$ cat src/pkg/rlio_pkg.sv
// rlio_pkg: shared constants, types and helpers for the relay logic i/o block
package rlio_pkg;

  //////////////////////////////////////////////////////////////////////////////
  // clock and sizes
  localparam int unsigned CLK_HZ        = 25_000_000;
  localparam int unsigned LATCH_COUNT   = 8;
  localparam int unsigned COND_COUNT    = 8;
  localparam int unsigned OC_COUNT      = 4;
  localparam int unsigned SEL_W         = 3;
  localparam int unsigned PIN_COUNT     = 24;
  localparam int unsigned CNT_W         = 27;

  //////////////////////////////////////////////////////////////////////////////
  // times in their own units, and the derived cycle counts
  localparam int unsigned SCAN_PERIOD_US   = 1000;
  localparam int unsigned SCAN_CYC         = (CLK_HZ / 1_000_000) * SCAN_PERIOD_US;
  localparam int unsigned CLEAR_WINDOW_S   = 5;
  localparam int unsigned CLEAR_WINDOW_CYC = CLK_HZ * CLEAR_WINDOW_S;
  localparam int unsigned CLOSE_FAIL_MS    = 500;
  localparam int unsigned CLOSE_FAIL_CYC   = (CLK_HZ / 1000) * CLOSE_FAIL_MS;

  //////////////////////////////////////////////////////////////////////////////
  // values after reset
  localparam logic [LATCH_COUNT-1:0] LATCH_RST = 8'h00;
  localparam logic [COND_COUNT-1:0]  FLAG_RST  = 8'h00;
  localparam logic [PIN_COUNT-1:0]   PIN_RST   = 24'h00_0000;
  localparam logic                   ALARM_RST = 1'b1;
  localparam logic [CNT_W-1:0]       CNT_RST   = 27'h000_0000;

  //////////////////////////////////////////////////////////////////////////////
  // types
  typedef enum logic [1:0] {TAG_ON, TAG_HOLD, TAG_HOT, TAG_TAG} rlio_tag_t;
  typedef enum logic [1:0] {BKR_UNKNOWN, BKR_OPEN, BKR_CLOSED} rlio_bkr_t;

  // rising edge between two successive scans
  function automatic logic rlio_rise(input logic cur, input logic prev);
    return cur & ~prev;
  endfunction : rlio_rise

endpackage : rlio_pkg

$ cat src/verilog/rlio_latch_bank.sv
// rlio_latch_bank: eight set/reset latching logical outputs
`timescale 1ns/100ps
`default_nettype none
module rlio_latch_bank
  import rlio_pkg::*;
(
  // clock and reset
  input  wire logic                   sys_clk,
  input  wire logic                   rst_n,
  // scanned levels
  input  wire logic                   scan_upd,
  input  wire logic [LATCH_COUNT-1:0] set_cur,
  input  wire logic [LATCH_COUNT-1:0] set_prev,
  input  wire logic [LATCH_COUNT-1:0] rst_cur,
  input  wire logic [LATCH_COUNT-1:0] rst_prev,
  // latch state
  output logic      [LATCH_COUNT-1:0] latch_out
);

  logic [LATCH_COUNT-1:0] latch_nxt;

  //////////////////////////////////////////////////////////////////////////////
  // an edge that starts while the opposite input is held is dropped for good,
  // since only a fresh edge can act later
  always_comb begin
    latch_nxt = latch_out;
    for (int i = 0; i < LATCH_COUNT; i++) begin
      if (rlio_rise(set_cur[i], set_prev[i]) && !rst_cur[i]) begin
        latch_nxt[i] = 1'b1;
      end else if (rlio_rise(rst_cur[i], rst_prev[i]) && !set_cur[i]) begin
        latch_nxt[i] = 1'b0;
      end
    end
  end

  always_ff @(posedge sys_clk) begin
    if (!rst_n) begin
      latch_out <= LATCH_RST;
    end else if (scan_upd) begin
      latch_out <= latch_nxt;
    end
  end

endmodule : rlio_latch_bank
`default_nettype wire

$ cat src/verilog/rlio_tag_stepper.sv
// rlio_tag_stepper: four-position hot hold tag state stepped up and down
`timescale 1ns/100ps
`default_nettype none
module rlio_tag_stepper
  import rlio_pkg::*;
(
  // clock and reset
  input  wire logic sys_clk,
  input  wire logic rst_n,
  // scanned levels
  input  wire logic scan_upd,
  input  wire logic up_cur,
  input  wire logic up_prev,
  input  wire logic down_cur,
  input  wire logic down_prev,
  // tag state
  output var  rlio_tag_t hot_hold_tag_state
);

  rlio_tag_t tag_nxt;
  logic      up_ev;
  logic      down_ev;

  //////////////////////////////////////////////////////////////////////////////
  // one position per accepted edge; a held input never steps twice
  always_comb begin
    up_ev   = rlio_rise(up_cur, up_prev) && !down_cur && (hot_hold_tag_state != TAG_TAG);
    down_ev = rlio_rise(down_cur, down_prev) && !up_cur && (hot_hold_tag_state != TAG_ON);
    tag_nxt = hot_hold_tag_state;
    case (hot_hold_tag_state)
      TAG_ON: begin
        if (up_ev) tag_nxt = TAG_HOLD;
      end
      TAG_HOLD: begin
        if (up_ev) tag_nxt = TAG_HOT;
        else if (down_ev) tag_nxt = TAG_ON;
      end
      TAG_HOT: begin
        if (up_ev) tag_nxt = TAG_TAG;
        else if (down_ev) tag_nxt = TAG_HOLD;
      end
      TAG_TAG: begin
        if (down_ev) tag_nxt = TAG_HOT;
      end
      default: begin
        tag_nxt = TAG_ON;
      end
    endcase
  end

  always_ff @(posedge sys_clk) begin
    if (!rst_n) begin
      hot_hold_tag_state <= TAG_ON;
    end else if (scan_upd) begin
      hot_hold_tag_state <= tag_nxt;
    end
  end

endmodule : rlio_tag_stepper
`default_nettype wire

$ cat src/verilog/rlio_top.sv
// rlio_top: logical inputs, latches, tag, seal-in flags and breaker outputs
`timescale 1ns/100ps
`default_nettype none
module rlio_top
  import rlio_pkg::*;
#(
  parameter int unsigned SCAN_DIV      = SCAN_CYC,
  parameter int unsigned CLEAR_WIN     = CLEAR_WINDOW_CYC,
  parameter int unsigned CLOSE_FAIL    = CLOSE_FAIL_CYC
)
(
  // clock and reset
  input  wire logic                   sys_clk,
  input  wire logic                   rst_n,
  // contact inputs from pins
  input  wire logic                   sync_check_en_in,
  input  wire logic                   sync_check_bypass_in,
  input  wire logic                   local_ctrl_in,
  input  wire logic                   seal_in_clear_in,
  input  wire logic [LATCH_COUNT-1:0] latch_set_in,
  input  wire logic [LATCH_COUNT-1:0] latch_reset_in,
  input  wire logic                   tag_step_up_in,
  input  wire logic                   tag_step_down_in,
  input  wire logic                   open_cmd_in,
  input  wire logic                   close_cmd_in,
  input  wire logic                   breaker_aux_a,
  input  wire logic                   breaker_aux_b,
  // internal element status
  input  wire logic                   self_check_ok,
  input  wire logic                   sync_element_ok,
  input  wire logic [OC_COUNT-1:0]    oc_operate,
  input  wire logic [COND_COUNT-1:0]  alarm_cond,
  // front operator panel requests
  input  wire logic                   front_operator_panel_trip,
  input  wire logic                   front_operator_panel_close,
  input  wire logic                   front_operator_panel_clear_btn,
  input  wire logic                   front_operator_panel_confirm,
  // remote requests
  input  wire logic                   remote_trip_req,
  input  wire logic                   remote_close_req,
  input  wire logic                   remote_seal_clr_all,
  input  wire logic                   remote_seal_clr_one,
  input  wire logic [SEL_W-1:0]       remote_seal_sel,
  // sync check
  output logic                        sync_check_enable_out,
  output logic                        sync_check_permissive_out,
  // latches and tag
  output logic      [LATCH_COUNT-1:0] latch_out,
  output var  rlio_tag_t              hot_hold_tag_state,
  // flags
  output logic                        alarm_out,
  output logic      [COND_COUNT-1:0]  rt_flag_out,
  output logic      [COND_COUNT-1:0]  seal_flag_out,
  output logic                        clear_prompt_out,
  output logic                        remote_cmd_rejected,
  // breaker
  output logic                        trip_out,
  output logic                        close_out,
  output var  rlio_bkr_t              breaker_state
);

  //////////////////////////////////////////////////////////////////////////////
  // pin synchroniser and scan sampling

  localparam int unsigned P_SYNC_EN = 23;
  localparam int unsigned P_BYPASS  = 22;
  localparam int unsigned P_LOCAL   = 21;
  localparam int unsigned P_SIA     = 20;
  localparam int unsigned P_SET_LO  = 12;
  localparam int unsigned P_RST_LO  = 4;
  localparam int unsigned P_UP      = 3;
  localparam int unsigned P_DOWN    = 2;
  localparam int unsigned P_OPEN    = 1;
  localparam int unsigned P_CLOSE   = 0;

  logic [PIN_COUNT-1:0] pin_meta_r;
  logic [PIN_COUNT-1:0] pin_sync_r;
  logic [PIN_COUNT-1:0] scan_r;
  logic [PIN_COUNT-1:0] prev_r;
  logic [1:0]           aux_meta_r;
  logic [1:0]           aux_sync_r;
  logic [CNT_W-1:0]     scan_cnt_r;
  logic                 scan_tick;
  logic                 scan_upd_r;

  always_ff @(posedge sys_clk) begin
    if (!rst_n) begin
      pin_meta_r <= PIN_RST;
      pin_sync_r <= PIN_RST;
      aux_meta_r <= 2'h0;
      aux_sync_r <= 2'h0;
    end else begin
      pin_meta_r <= {sync_check_en_in, sync_check_bypass_in, local_ctrl_in, seal_in_clear_in,
                     latch_set_in, latch_reset_in, tag_step_up_in, tag_step_down_in,
                     open_cmd_in, close_cmd_in};
      pin_sync_r <= pin_meta_r;
      aux_meta_r <= {breaker_aux_a, breaker_aux_b};
      aux_sync_r <= aux_meta_r;
    end
  end

  // scan divider: one enable pulse per scan period
  assign scan_tick = (scan_cnt_r == CNT_W'(SCAN_DIV - 1));

  always_ff @(posedge sys_clk) begin
    if (!rst_n) begin
      scan_cnt_r <= CNT_RST;
    end else if (scan_tick) begin
      scan_cnt_r <= CNT_RST;
    end else begin
      scan_cnt_r <= scan_cnt_r + CNT_W'(1);
    end
  end

  // the previous scan is kept so requests act once per rising edge
  always_ff @(posedge sys_clk) begin
    if (!rst_n) begin
      scan_r     <= PIN_RST;
      prev_r     <= PIN_RST;
      scan_upd_r <= 1'b0;
    end else begin
      scan_upd_r <= scan_tick;
      if (scan_tick) begin
        prev_r <= scan_r;
        scan_r <= pin_sync_r;
      end
    end
  end

  //////////////////////////////////////////////////////////////////////////////
  // sync check

  always_ff @(posedge sys_clk) begin
    if (!rst_n) begin
      sync_check_enable_out     <= 1'b0;
      sync_check_permissive_out <= 1'b0;
    end else begin
      sync_check_enable_out     <= scan_r[P_SYNC_EN];
      sync_check_permissive_out <= scan_r[P_BYPASS] | (scan_r[P_SYNC_EN] & sync_element_ok);
    end
  end

  //////////////////////////////////////////////////////////////////////////////
  // latches and hot hold tag

  rlio_latch_bank u_latch (
    .sys_clk  (sys_clk),
    .rst_n    (rst_n),
    .scan_upd (scan_upd_r),
    .set_cur  (scan_r[P_SET_LO +: LATCH_COUNT]),
    .set_prev (prev_r[P_SET_LO +: LATCH_COUNT]),
    .rst_cur  (scan_r[P_RST_LO +: LATCH_COUNT]),
    .rst_prev (prev_r[P_RST_LO +: LATCH_COUNT]),
    .latch_out(latch_out)
  );

  rlio_tag_stepper u_tag (
    .sys_clk           (sys_clk),
    .rst_n             (rst_n),
    .scan_upd          (scan_upd_r),
    .up_cur            (scan_r[P_UP]),
    .up_prev           (prev_r[P_UP]),
    .down_cur          (scan_r[P_DOWN]),
    .down_prev         (prev_r[P_DOWN]),
    .hot_hold_tag_state(hot_hold_tag_state)
  );

  //////////////////////////////////////////////////////////////////////////////
  // remote command gating

  logic remote_any;
  logic remote_ok;

  assign remote_any = remote_trip_req | remote_close_req | remote_seal_clr_all | remote_seal_clr_one;
  assign remote_ok  = !scan_r[P_LOCAL];

  always_ff @(posedge sys_clk) begin
    if (!rst_n) begin
      remote_cmd_rejected <= 1'b0;
    end else begin
      remote_cmd_rejected <= remote_any & ~remote_ok;
    end
  end

  //////////////////////////////////////////////////////////////////////////////
  // panel clear window

  logic             clear_win_r;
  logic [CNT_W-1:0] clear_cnt_r;
  logic             panel_clear;

  // a second press restarts the window rather than clearing
  assign panel_clear = clear_win_r & front_operator_panel_confirm;

  always_ff @(posedge sys_clk) begin
    if (!rst_n) begin
      clear_win_r <= 1'b0;
      clear_cnt_r <= CNT_RST;
    end else if (front_operator_panel_clear_btn) begin
      clear_win_r <= 1'b1;
      clear_cnt_r <= CNT_RST;
    end else if (panel_clear || (clear_cnt_r == CNT_W'(CLEAR_WIN - 1))) begin
      clear_win_r <= 1'b0;
      clear_cnt_r <= CNT_RST;
    end else if (clear_win_r) begin
      clear_cnt_r <= clear_cnt_r + CNT_W'(1);
    end
  end

  assign clear_prompt_out = clear_win_r;

  //////////////////////////////////////////////////////////////////////////////
  // real-time and sealed-in flags

  logic [COND_COUNT-1:0] seal_clr;
  logic [COND_COUNT-1:0] sel_mask;

  always_comb begin
    sel_mask = '0;
    sel_mask[remote_seal_sel] = 1'b1;
    seal_clr = '0;
    if (panel_clear || scan_r[P_SIA] || (remote_ok && remote_seal_clr_all)) begin
      seal_clr = '1;
    end else if (remote_ok && remote_seal_clr_one) begin
      seal_clr = sel_mask;
    end
  end

  always_ff @(posedge sys_clk) begin
    if (!rst_n) begin
      rt_flag_out   <= FLAG_RST;
      seal_flag_out <= FLAG_RST;
      alarm_out     <= ALARM_RST;
    end else begin
      rt_flag_out   <= alarm_cond;
      // a condition present in the clear cycle keeps its flag set
      seal_flag_out <= (seal_flag_out & ~seal_clr) | alarm_cond;
      alarm_out     <= self_check_ok;
    end
  end

  //////////////////////////////////////////////////////////////////////////////
  // breaker position, trip and close

  rlio_bkr_t        bkr_nxt;
  logic             man_trip_r;
  logic             man_trip_set;
  logic             close_set;
  logic             close_done;
  logic [CNT_W-1:0] close_cnt_r;

  always_comb begin
    case (aux_sync_r)
      2'b10: bkr_nxt = BKR_CLOSED;
      2'b01: bkr_nxt = BKR_OPEN;
      default: bkr_nxt = BKR_UNKNOWN;
    endcase
  end

  always_ff @(posedge sys_clk) begin
    if (!rst_n) begin
      breaker_state <= BKR_UNKNOWN;
    end else begin
      breaker_state <= bkr_nxt;
    end
  end

  assign man_trip_set = front_operator_panel_trip | (remote_ok & remote_trip_req);
  assign close_set    = (scan_upd_r & rlio_rise(scan_r[P_CLOSE], prev_r[P_CLOSE]))
                      | front_operator_panel_close | (remote_ok & remote_close_req);
  assign close_done   = (close_cnt_r == CNT_W'(CLOSE_FAIL - 1)) || (breaker_state == BKR_CLOSED);

  // manual trip holds until the breaker reports open; a new request wins
  always_ff @(posedge sys_clk) begin
    if (!rst_n) begin
      man_trip_r <= 1'b0;
    end else if (man_trip_set) begin
      man_trip_r <= 1'b1;
    end else if (breaker_state == BKR_OPEN) begin
      man_trip_r <= 1'b0;
    end
  end

  always_ff @(posedge sys_clk) begin
    if (!rst_n) begin
      trip_out <= 1'b0;
    end else begin
      trip_out <= (|oc_operate) | scan_r[P_OPEN] | man_trip_r | man_trip_set;
    end
  end

  // trip cancels a pending close a cycle later, so trip_out and close_out overlap for at most one cycle
  always_ff @(posedge sys_clk) begin
    if (!rst_n) begin
      close_out   <= 1'b0;
      close_cnt_r <= CNT_RST;
    end else if (trip_out) begin
      close_out   <= 1'b0;
      close_cnt_r <= CNT_RST;
    end else if (close_set) begin
      close_out   <= 1'b1;
      close_cnt_r <= CNT_RST;
    end else if (close_out && close_done) begin
      close_out   <= 1'b0;
      close_cnt_r <= CNT_RST;
    end else if (close_out) begin
      close_cnt_r <= close_cnt_r + CNT_W'(1);
    end
  end

endmodule : rlio_top
`default_nettype wire
$ cat config.mk
export PLATFORM = sky130hd
export DESIGN_NAME = rlio_top
export DESIGN_NICKNAME = d
export VERILOG_FILES = /design/src/pkg/rlio_pkg.sv /design/src/verilog/rlio_latch_bank.sv /design/src/verilog/rlio_tag_stepper.sv /design/src/verilog/rlio_top.sv
export SDC_FILE = /design/constraint.sdc
export NUM_CORES = 1
export LEC_CHECK = 0
export BUFFER_PORTS_ARGS = -buffer_cell sky130_fd_sc_hd__buf_2
export CAP_MARGIN = 40
export CELL_PAD_IN_SITES_DETAIL_PLACEMENT = 1
export CELL_PAD_IN_SITES_GLOBAL_PLACEMENT = 1
export CORE_MARGIN = 10
export CORE_UTILIZATION = 40
export DETAILED_ROUTE_END_ITERATION = 8
export PLACE_DENSITY_LB_ADDON = 0.12
export SYNTH_ARGS = -nofsm -noshare
export SYNTH_HDL_FRONTEND = slang
export SYNTH_SLANG_ARGS = --single-unit
export TNS_END_PERCENT = 100
$ cat constraint.sdc
create_clock -name sys_clk -period 2.31 [get_ports sys_clk]
set_clock_uncertainty 0.15 [all_clocks]
set_input_delay 0.5775 -clock sys_clk [delete_from_list [all_inputs] [get_ports sys_clk]]
set_output_delay 0.5775 -clock sys_clk [all_outputs]
set_load 0.02 [all_outputs]
; ---- Word-level counts from Yosys, hierarchy flattened
; Index checks and enable logic that the tools add are counted.
[totals]
regBits = 214
out_inout_bits = 35
[classes]
addsub = 3
order_cmp = 2
n_eq_ne = 15
n_mux = 34
bitwise_logic = 58
reduce_logical = 74
[ops]
columns = operator, count
row1 = $add 27x1->27 const B, 3
row2 = $eq 27x15->1 const B, 1
row3 = $eq 27x24->1 const B, 1
row4 = $eq 27x27->1 const B, 1
row5 = $and 1x1->1, 25
row6 = $logic_and 1x1->1, 24
row7 = $reduce_bool 2->1, 12
row8 = $mux 1, 23
row9 = $not 1->1, 20
row10 = $logic_not 1->1, 19
row11 = $mux 8, 2
row12 = $reduce_and 2->1, 8
row13 = $mux 2, 6
row14 = $or 1x1->1, 10
row15 = $and 8x8->8, 1
row16 = $eq 2x2->1 const B, 4
row17 = $not 8->8, 1
row18 = $or 8x8->8, 1
row19 = $pmux 2 s4, 1
row20 = $reduce_or 4->1, 2
row21 = $eq 2x1->1 const B, 3
row22 = $ne 3x1->1 const B, 2
row23 = $reduce_and 5->1, 1
row24 = $logic_or 1x1->1, 4
row25 = 9 further kinds, 11

; ---- Logic depth before layout (Yosys ltp)
; Gate-level depths: netlist of run 1.
[logic_depth]
ltp_word = 9
depth_mapped = 7
mapped_depth_nobuf = 5

; ---- Hierarchy
; Synthesis of run 1 repeated with hierarchy kept, for this count alone.
[hier_totals]
hier_cells = 931
area_unflattened_um2 = 8519.4
[modules_own_cells]
columns = mod, n_inst, cells_per_inst, area_per_inst_um2
row1 = rlio_top, 1, 869, 7966.4
row2 = rlio_latch_bank, 1, 49, 424.2
row3 = rlio_tag_stepper, 1, 13, 128.9

; ---- Least setup slack after synthesis of run 1
; No wires, ideal clock.
[synth_timing]
kind = flip-flop to flip-flop
from = register close_out
to = register close_cnt_r[23]
setup_time_ns = 0.086
arrival_time_ns = 2.093
required_ns = 2.074
slack_ns = -0.019
path_stages_with_launch = 6
synth_period_minus_slack_ns = 2.329
path_cell_list = dfxtp_1 > nand4_2 > or4_1 > buf_2 > or4_1 > a221oi_2
[synth_via]
elab_chain_cells = 2
[synth_lines]
columns = element, line_no
row1 = "start, declared", rlio_top.sv:58  ; output logic close_out,
row2 = "start signal, assigned", rlio_top.sv:295  ; close_out <= 1'b0;
row3 = "start signal, assigned", rlio_top.sv:298  ; close_out <= 1'b0;
row4 = "start signal, assigned", rlio_top.sv:301  ; close_out <= 1'b1;
row5 = $logic_and 1x1->1, rlio_top.sv:303  ; end else if (close_out && close_done) begin
row6 = $reduce_or 4->1 (no line), n/a
row7 = "end signal, assigned", rlio_top.sv:307  ; close_cnt_r <= close_cnt_r + CNT_W'(1);
row8 = "end, declared", rlio_top.sv:250  ; logic [CNT_W-1:0] close_cnt_r;
; Several ways; a longest one is shown, not always the timed one.
; A chain may end at the register's enable or synchronous reset.

; ---- Worst setup path in the final report of run 1
[layout_timing]
from = register clear_cnt_r[0]
to = register clear_cnt_r[17]
[layout_via]
elab_chain_cells = 3
elab_cells_between_ends = 4
[layout_lines]
columns = element, line_no
row1 = "start, declared", rlio_top.sv:189  ; logic [CNT_W-1:0] clear_cnt_r;
row2 = "start signal, assigned", rlio_top.sv:206  ; clear_cnt_r <= clear_cnt_r + CNT_W'(1);
row3 = "parallel branches: the longest is 3 deep, another holds $add 27x1->27", n/a
; Several ways; the timed one is not identified.

==> results.py, run 1 <==
metrics = {
    "run_status": {
        "status": "finished clean",
    },
    "synth": {
        "synth_top_cell_area_share_pct": 50.4,
        "syn_area_um2": 8460,
        "synth_area_leaders": "dfxtp_1 (50%), a21oi_1 (5.0%), and2_1 (4.5%)",
        "synth_top_cell_by_area": "dfxtp_1",
        "avgSynthCellArea_um2": 8.96,
        "synth_fp_nets": 1000,
        "synth_edf_count": 0,
        "synth_cell_types": 51,
        "syn_inst": 944,
        "async_reset_ff_share_pct": 0,
        "yosysWarningCount": 0,
        "ys_ff_latch": 213,
        "ys.flop_type": "dfxtp_1",
        "seq_area_frac_synth_pct": 50.4,
    },
    "clocking": {
        "htreeDepth": 1,
        "numCtsBuffers": 24,
        "clock_sinks": 213,
        "cts_tree": "built",
        "cts_root_buf": "clkbuf_16",
        "cts-hold-fix-buffers": 0,
        "clk_pin_slew_ps": 60,
        "clk-insertion-delay-late_ps": 520,
        "clk_path_buf_depth": 3,
    },
    "pwr": {
        "internal_power_mw": 5.97,
        "power_density_nw_per_um2": 741,
        "pwr-share-seq_pct": 49.4,
        "combPwrFrac_pct": 3.9,
        "power_switching_mw": 1.67,
        "pwr-share-clk_pct": 46.7,
        "p_leak_nw": 3.65,
        "switching_share_pct": 21.9,
        "ir_drop_mv": 0.539,
    },
    "worst_setup_path": {
        "cp_data_arrival_time_ps": 2520,
        "crit_fanout": 5,
        "cp_cell_sequence": "ha_4 > or3b_4 > or4_4 > o21ai_4 > clkbuf_16 > a21oi_1",
        "worst_path_max_delay_cell": "or4_4",
        "startpoint_type": "register",
        "crit_path_max_incr_delay_ps": 560,
        "cp-end-kind": "register",
        "critPathKind": "reg2reg",
        "required_ps": 2540,
        "r2r_slack_ps": 20,
    },
    "route": {
        "vias": 7373,
        "dr.pass1.iters": 4,
        "drcViolationCount": 0,
        "ant_nets": 0,
        "avgViaCountPerCell": 5.48,
        "drt_iter0_markers": 347,
        "wirelength_um": 23400,
        "routedWlPerCell_um": 17.4,
    },
    "global_route": {
        "grt_max_degree": 44,
        "grt.met3_usage_pct": 2.58,
        "grt_antenna_before_repair": 0,
        "top_usage_layer": "met2",
        "gr-usage-met2_pct": 28.6,
        "grt_pass1_vias": 7495,
        "use_met1_pct": 20.6,
        "track_usage_pct": 16.4,
        "grt_pass1_wl_um": 37800,
        "grt_overflow_total": 0,
    },
    "floorplan": {
        "placementRows": 53,
        "die-width_um": 165,
        "ios": 88,
        "die_area_um2": 27400,
        "core_area_um2": 20900,
        "start_util_pct": 40.5,
        "die_h_um": 165,
    },
    "job": {
        "max_cap_violations": 0,
    },
    "timing": {
        "period_share_pct": 99.0,
        "min_period_ps": 2290,
        "drv_slew": 0,
        "hold_violations": 0,
        "fin_setup_tns_ps": 0,
        "final-setup-viol-count": 0,
        "slew_headroom_pct": 62.7,
        "tightest_slew_ps": 552,
        "rsz0062_at_grt": "yes",
        "fmax_mhz": 437,
    },
    "hold_path": {
        "worstHoldPathType": "in2reg",
    },
    "final_layout": {
        "layout.nets": 1112,
        "layout.cells.non_filler": 1346,
        "syn_to_final_growth_pct": 21.9,
        "drive_above_1_share_pct": 18.4,
        "design_area_um2": 10300,
        "antenna_cells": 0,
    },
    "placement": {
        "place_congestion": 0.794,
        "placed_area_um2": 9480,
        "dp_hpwl_um": 15900,
        "io_buffers": 87,
        "place_inst": 1302,
    },
}
path summary, 6_finish.rpt:
path,cells after the start,startpoint,endpoint
max reg2reg,6,clear_cnt_r[0]$_SDFFE_PP0P_,clear_cnt_r[17]$_SDFFE_PP0P_
min reg2reg,1,aux_sync_r[0]$_SDFF_PN0_,breaker_state[1]$_SDFF_PN0_
min,2,self_check_ok,alarm_out$_SDFF_PN1_
max,6,clear_cnt_r[0]$_SDFFE_PP0P_,clear_cnt_r[17]$_SDFFE_PP0P_
stage by stage:
stage / total power [mW] / hold WS, ps / worst slack [ps] / util (%)
2_1_floorplan: 4.00 / 232 / 9.49 / -
3_3_place_gp: 4.14 / 241 / 124 / 45.4
3_5_place_dp: 4.15 / 262 / 70.6 / 45.4
4_1_cts: 7.74 / 67.1 / 57.3 / 48.9
5_1_grt: 7.93 / 102 / -21.5 / 49.4
6_report: 7.64 / 86.3 / 23.4 / 49.4
power groups by stage:
stage          clock (mW)  combinational [mW]  sequential (mW)
3_3_place_gp            0               0.288             3.85
2_1_floorplan           0               0.126             3.88
6_report             3.57               0.299             3.78
4_1_cts              3.68               0.292             3.78
5_1_grt              3.82               0.329             3.78
3_5_place_dp            0               0.290             3.86
cell usage in the layout (no fill, tap or decap), types with 23 or more instances in the layout:
| master | netlist | layout |
|---|---|---|
| dfxtp_1 | 213 | 208 |
| buf_2 | 5 | 87 |
| a21oi_1 | 84 | 84 |
| nand3_1 | 69 | 69 |
| nor2_1 | 63 | 63 |
| and2_1 | 61 | 61 |
| nand2_1 | 58 | 58 |
| o21ai_1 | 45 | 45 |
| buf_4 | 0 | 44 |
| or3_1 | 28 | 28 |
| o21ai_0 | 25 | 25 |
| xnor2_1 | 25 | 25 |
| clkbuf_16 | 0 | 25 |
| nand4_1 | 23 | 23 |
sequential cells by signal, summed over array words and instances, names as in the netlist, 19 cells and up:
| register | cells |
|---|---|
| pin_sync_r | 24 |
| close_cnt_r | 27 |
| scan_r | 24 |
| clear_cnt_r | 27 |
| pin_meta_r | 24 |
| scan_cnt_r | 27 |
| prev_r | 19 |
worst max-delay path: cells and delay by family (launching register included):
| kind | cells | cell delay, ps |
|---|---|---|
| buffers and inverters | 1 | 220 |
| adders and majority gates | 1 | 140 |
| and+or+nand+nor | 2 | 920 |
| DFF | 1 | 370 |
| AOI/OAI and AO/OA | 2 | 370 |
Yosys cell counts (16+ instances only):
cell type and n:
nand4_1 23, nand3_1 69, dfxtp_1 213, o31ai_1 16, nand2_1 58, and2_1 61
o21ai_1 45, o21ai_0 25, xnor2_1 25, a21oi_1 84, clkbuf_1 47, or3_1 28
or4_1 21, nor2_1 63
area by class of cell:
type	count	area [um2]
clock buffer	36	706
multi-input combinational	665	4000
clock inverter	5	36.3
tap	275	344
timing repair buffer	139	913
fill	2486	10600
sequential	213	4270
inverter	13	48.8
cell families (layout without fill, tap and decap cells):
logic type	after synthesis	in the layout	share of synthesized area, %
AOI/OAI and AO/OA	220	220	15.6
DFF	213	213	50.4
adders and majority gates	3	3	0.444
buffers and inverters	66	193	3.00
muxes	1	1	0.118
xor gates and xnor gates	38	38	3.93
and+or+nand+nor	403	403	26.5
per-layer routing:
| layer | vias to the layer above | share of wire, % |
|---|---|---|
| li1 | 3654 | - |
| met1 | 3593 | 45 |
| met2 | 92 | 50 |
| met3 | 34 | 3.0 |
| met4 | 0 | 2.2 |
| met5 | - | 0 |
what timing repair did:
item | 4_1_cts | 5_1_grt
setup buffers | 0 | 0
resized for setup | 0 | 15
endpoints found under the setup margin | 0 | 21
Note: power is estimated with default switching activity, not from simulation.
==> run 2, diff against run 1 <==
CELL_PAD_IN_SITES_DETAIL_PLACEMENT = 2   (was 1)
CELL_PAD_IN_SITES_GLOBAL_PLACEMENT = 2   (was 1)
CORE_UTILIZATION = 36   (was 40)
clock period = 2.5 ns   (was 2.31 ns; I/O delays follow)
==> run 2 against run 1 <==
Sequential share of layout area hardly changed. Total power is 3.6% lower. Maximum frequency is 1.3% lower. Register-to-register slack better by 160 ps. Highest routed layer unchanged. Routed wire length is 9.4% higher. Core utilization is 5.2 points lower.
==> results.py, run 2 (synthesized netlist as in run 1, its figures left out) <==
metrics = {
    "run_status": {
        "status": "finished clean",
    },
    "clocking": {
        "postCtsSetupBuffers": 0,
        "cts_tree": "built",
        "clk_pin_slew_ps": 60,
        "ctsResizeCount": 0,
        "clock_sinks": 213,
        "numCtsBuffers": 25,
        "cts-hold-fix-buffers": 0,
        "cts_root_buf": "clkbuf_16",
        "clk_path_buf_depth": 3,
        "htreeDepth": 1,
        "clk-insertion-delay-late_ps": 540,
    },
    "final_layout": {
        "layout_common_cells": "dfxtp_1 (213), buf_2 (87), a21oi_1 (84), nand3_1 (69), nor2_1 (63)",
        "layout.nets": 1098,
        "multi_input_area_um2": 3960,
        "top_regs": "clear_cnt_r (27), close_cnt_r (27), scan_cnt_r (27)",
        "syn_to_final_growth_pct": 21.6,
        "nFillCells": 2611,
        "drive_above_1_share_pct": 16.6,
        "utilization_pct": 44.2,
        "final_common_cell": "dfxtp_1",
        "register_area_um2": 4260,
    },
    "timing": {
        "hold_violations": 0,
        "final-setup-viol-count": 0,
        "tightest_slew_ps": 553,
        "drv_slew": 0,
        "period_share_pct": 92.7,
        "min_period_ps": 2320,
        "rsz0062_at_grt": "no",
        "fmax_mhz": 432,
        "slew_headroom_pct": 62.6,
        "fin_setup_tns_ps": 0,
    },
    "floorplan": {
        "placementRows": 56,
        "die_h_um": 173,
        "die_area_um2": 30000,
        "start_util_pct": 36.4,
        "core_area_um2": 23300,
        "ios": 88,
        "die-width_um": 173,
    },
    "global_route": {
        "track_usage_pct": 16.7,
        "grt_pass1_vias": 8237,
        "grt_overflow_total": 0,
        "grt_pass1_wl_um": 42700,
        "grt_max_degree": 64,
        "grt_antenna_before_repair": 1,
    },
    "worst_setup_path": {
        "required_ps": 2760,
        "cp_data_arrival_time_ps": 2580,
        "startpoint_type": "register",
        "cp-end-kind": "register",
        "critPathKind": "reg2reg",
        "reg2regPathDepth": 6,
        "crit_fanout": 21,
        "r2r_slack_ps": 180,
    },
    "route": {
        "routedWlPerCell_um": 18.6,
        "avgViaCountPerCell": 5.41,
        "dr.pass1.iters": 4,
        "ant_nets": 0,
        "drcViolationCount": 0,
        "vias": 7454,
        "wirelength_um": 25600,
        "drt_iter0_markers": 385,
    },
    "placement": {
        "place_congestion": 0.750,
        "dp_hpwl_um": 17200,
        "io_buffers": 87,
    },
    "pwr": {
        "p_leak_nw": 3.61,
        "power_density_nw_per_um2": 716,
        "ir_drop_mv": 0.440,
    },
    "job": {
        "max_cap_violations": 0,
    },
    "hold_path": {
        "worstHoldPathType": "in2reg",
        "hold_depth": 2,
    },
}
## run 2: power by group
group,switching [mW],leakage [nW],internal (mW)
Clock,1.48,0.405,2.13
Sequential,0.0263,1.73,3.46
Combinational,0.159,1.47,0.113
Total,1.66,3.61,5.70
## run 2: routing by layer
metal	global-route usage (%)	wire, um	vias to the layer above
met5	0	0	-
met4	3.63	357	0
met3	2.70	777	23
met2	29.9	13100	82
met1	20.4	11400	3738
li1	-	-	3611
## run 2: worst max-delay path, cell delays in order, from the launching register on
cell,delay [ps]
dfxtp_1,390
ha_1,220
or3b_2,440
or4_1,520
o21ai_2,210
buf_12,190
nor2_1,70
## run 2: area by class of cell
cell class / count / share of cell area, %
diodes: 1 / 0.0243
clock buffers: 36 / 7.07
clock inverters: 8 / 0.815
inverters: 13 / 0.475
multi-input cells: 665 / 38.5
flip-flops and latches: 213 / 41.5
well taps: 319 / 3.88
repair buffers: 124 / 7.79
## run 2: path summary, 6_finish.rpt
path	startpoint	end
setup / recovery	clear_cnt_r[1]$_SDFFE_PP0P_	clear_cnt_r[1]$_SDFFE_PP0P_
hold / removal	latch_reset_in[7]	pin_meta_r[11]$_SDFF_PN0_
setup reg to reg	clear_cnt_r[1]$_SDFFE_PP0P_	clear_cnt_r[1]$_SDFFE_PP0P_
hold reg to reg	pin_meta_r[4]$_SDFF_PN0_	pin_sync_r[4]$_SDFF_PN0_
## run 2: metrics by stage
stage	instances	total power, mW	area, um2	hold WS [ps]	setup slack (ps)
after floorplan	944	3.70	8460	232	171
after global placement	1334	3.83	9470	244	268
after detailed placement	1334	3.84	9470	253	211
after CTS	1378	7.46	10300	127	170
after global routing	1379	7.66	10300	135	75.9
final	1379	7.36	10300	147	184
==> run 3, diff against run 2 <==
BUFFER_PORTS_ARGS = -buffer_cell sky130_fd_sc_hd__clkbuf_2   (was -buffer_cell sky130_fd_sc_hd__buf_2)
==> run 3 against run 2 <==
Design area fell by 0.21%. First-iteration DRC count fell by 18%. Routed wire length rose by 0.47%. Sequential power barely moved. Clock power barely moved. Critical path type unchanged. Largest cell class unchanged.
==> results.py, run 3 (synthesized netlist as in run 1, its figures left out) <==
metrics = {
    "clocking": {
        "numCtsBuffers": 24,
        "cts_tree": "built",
        "clk_path_buf_depth": 3,
        "clk-insertion-delay-late_ps": 510,
        "htreeDepth": 1,
        "clock_sinks": 213,
        "postCtsSetupBuffers": 0,
        "clk_pin_slew_ps": 60,
        "cts_root_buf": "clkbuf_16",
    },
    "global_route": {
        "grt_max_degree": 63,
        "grt_pass1_vias": 8138,
        "grt_pass1_wl_um": 43300,
        "grt_antenna_before_repair": 0,
        "grt_overflow_total": 0,
        "track_usage_pct": 17.0,
    },
    "worst_setup_path": {
        "crit_path_max_incr_delay_ps": 530,
        "critPathKind": "reg2reg",
        "cp.buffers_inverters": 1,
        "crit_cells": 6,
        "startpoint_type": "register",
        "reg2regPathDepth": 6,
        "cp_cell_sequence": "ha_1 > or3b_2 > or4_1 > o21ai_2 > buf_4 > a21oi_1",
        "path_delay_family": "simple AND/OR/NAND/NOR gates",
        "worst_path_max_delay_cell": "or4_1",
        "cp-end-kind": "register",
        "cp_data_arrival_time_ps": 2560,
        "required_ps": 2740,
        "crit_fanout": 19,
    },
    "pwr": {
        "finalPower_mw": 7.36,
        "ir_drop_mv": 0.450,
        "p_leak_nw": 3.59,
        "power_density_nw_per_um2": 717,
    },
    "floorplan": {
        "core_area_um2": 23300,
        "die-width_um": 173,
        "start_util_pct": 36.4,
        "die_h_um": 173,
        "placementRows": 56,
        "die_area_um2": 30000,
        "ios": 88,
    },
    "placement": {
        "dp_hpwl_um": 17300,
        "place_inst": 1334,
        "io_buffers": 87,
        "place_ws_ps": 174,
        "placed_area_um2": 9450,
        "place_congestion": 0.760,
    },
    "timing": {
        "drv_slew": 0,
        "setup_ws_ps": 174,
        "min_period_ps": 2330,
        "final-setup-viol-count": 0,
        "fmax_mhz": 430,
        "tightest_slew_ps": 539,
        "fin_setup_tns_ps": 0,
        "slew_headroom_pct": 63.5,
        "period_share_pct": 93.1,
        "hold_violations": 0,
        "fin_hold_ws_ps": 146,
        "rsz0062_at_grt": "no",
    },
    "hold_path": {
        "hold_depth": 2,
        "worstHoldPathType": "in2reg",
    },
    "route": {
        "drt_iter0_markers": 315,
        "dr.pass1.iters": 4,
        "vias": 7429,
        "avgViaCountPerCell": 5.39,
        "ant_nets": 0,
        "wirelength_um": 25700,
        "drcViolationCount": 0,
        "routedWlPerCell_um": 18.7,
    },
    "final_layout": {
        "layout.nets": 1097,
        "syn_to_final_growth_pct": 21.3,
        "antenna_cells": 0,
        "layout_common_cells": "dfxtp_1 (213), clkbuf_2 (87), a21oi_1 (84), nand3_1 (69), nor2_1 (63)",
        "drive_above_1_share_pct": 16.9,
        "utilization_pct": 44.1,
        "top_regs": "clear_cnt_r (27), close_cnt_r (27), scan_cnt_r (27)",
        "design_area_um2": 10300,
        "final_common_cell": "dfxtp_1",
        "layout.cells.non_filler": 1378,
    },
    "run_status": {
        "status": "finished clean",
    },
    "job": {
        "max_cap_violations": 0,
    },
}
-- run 3: area by class of cell --
class,instances,area [um2]
fillers,2589,13000
flip-flops and latches,213,4260
multi-input cells,665,3960
repair buffers,124,776
clock buffers,33,706
well taps,319,399
clock inverters,11,108
inverters,13,48.8
-- run 3: final timing paths --
path	from	end	slack (ps)
max reg2reg	clear_cnt_r[1]$_SDFFE_PP0P_	clear_cnt_r[25]$_SDFFE_PP0P_	170
min	self_check_ok	alarm_out$_SDFF_PN1_	150
max	clear_cnt_r[1]$_SDFFE_PP0P_	clear_cnt_r[25]$_SDFFE_PP0P_	170
min reg2reg	aux_sync_r[0]$_SDFF_PN0_	breaker_state[1]$_SDFF_PN0_	270
-- run 3: report_power, final --
group	total (mW)	switching (mW)	internal (mW)
Clock	3.61	1.43	2.18
Sequential	3.49	0.0262	3.46
Combinational	0.267	0.158	0.109
Total	7.36	1.61	5.75
-- run 3: routing by layer --
metal	track usage, %	part of all wire (%)
met1	20.7	45
met2	31.0	51
met3	2.42	2.7
met4	3.34	1.4
met5	0	0
-- run 3: what timing repair did --
action,CTS,global route
hold buffers,0,0
resized for setup,0,1
setup endpoints to repair,0,1
-- run 3: worst register-to-register path, cell delays in order (launching register included) --
cell and delay, ps:
dfxtp_1 340, ha_1 210, or3b_2 460, or4_1 530, o21ai_2 170, buf_4 260, a21oi_1 70
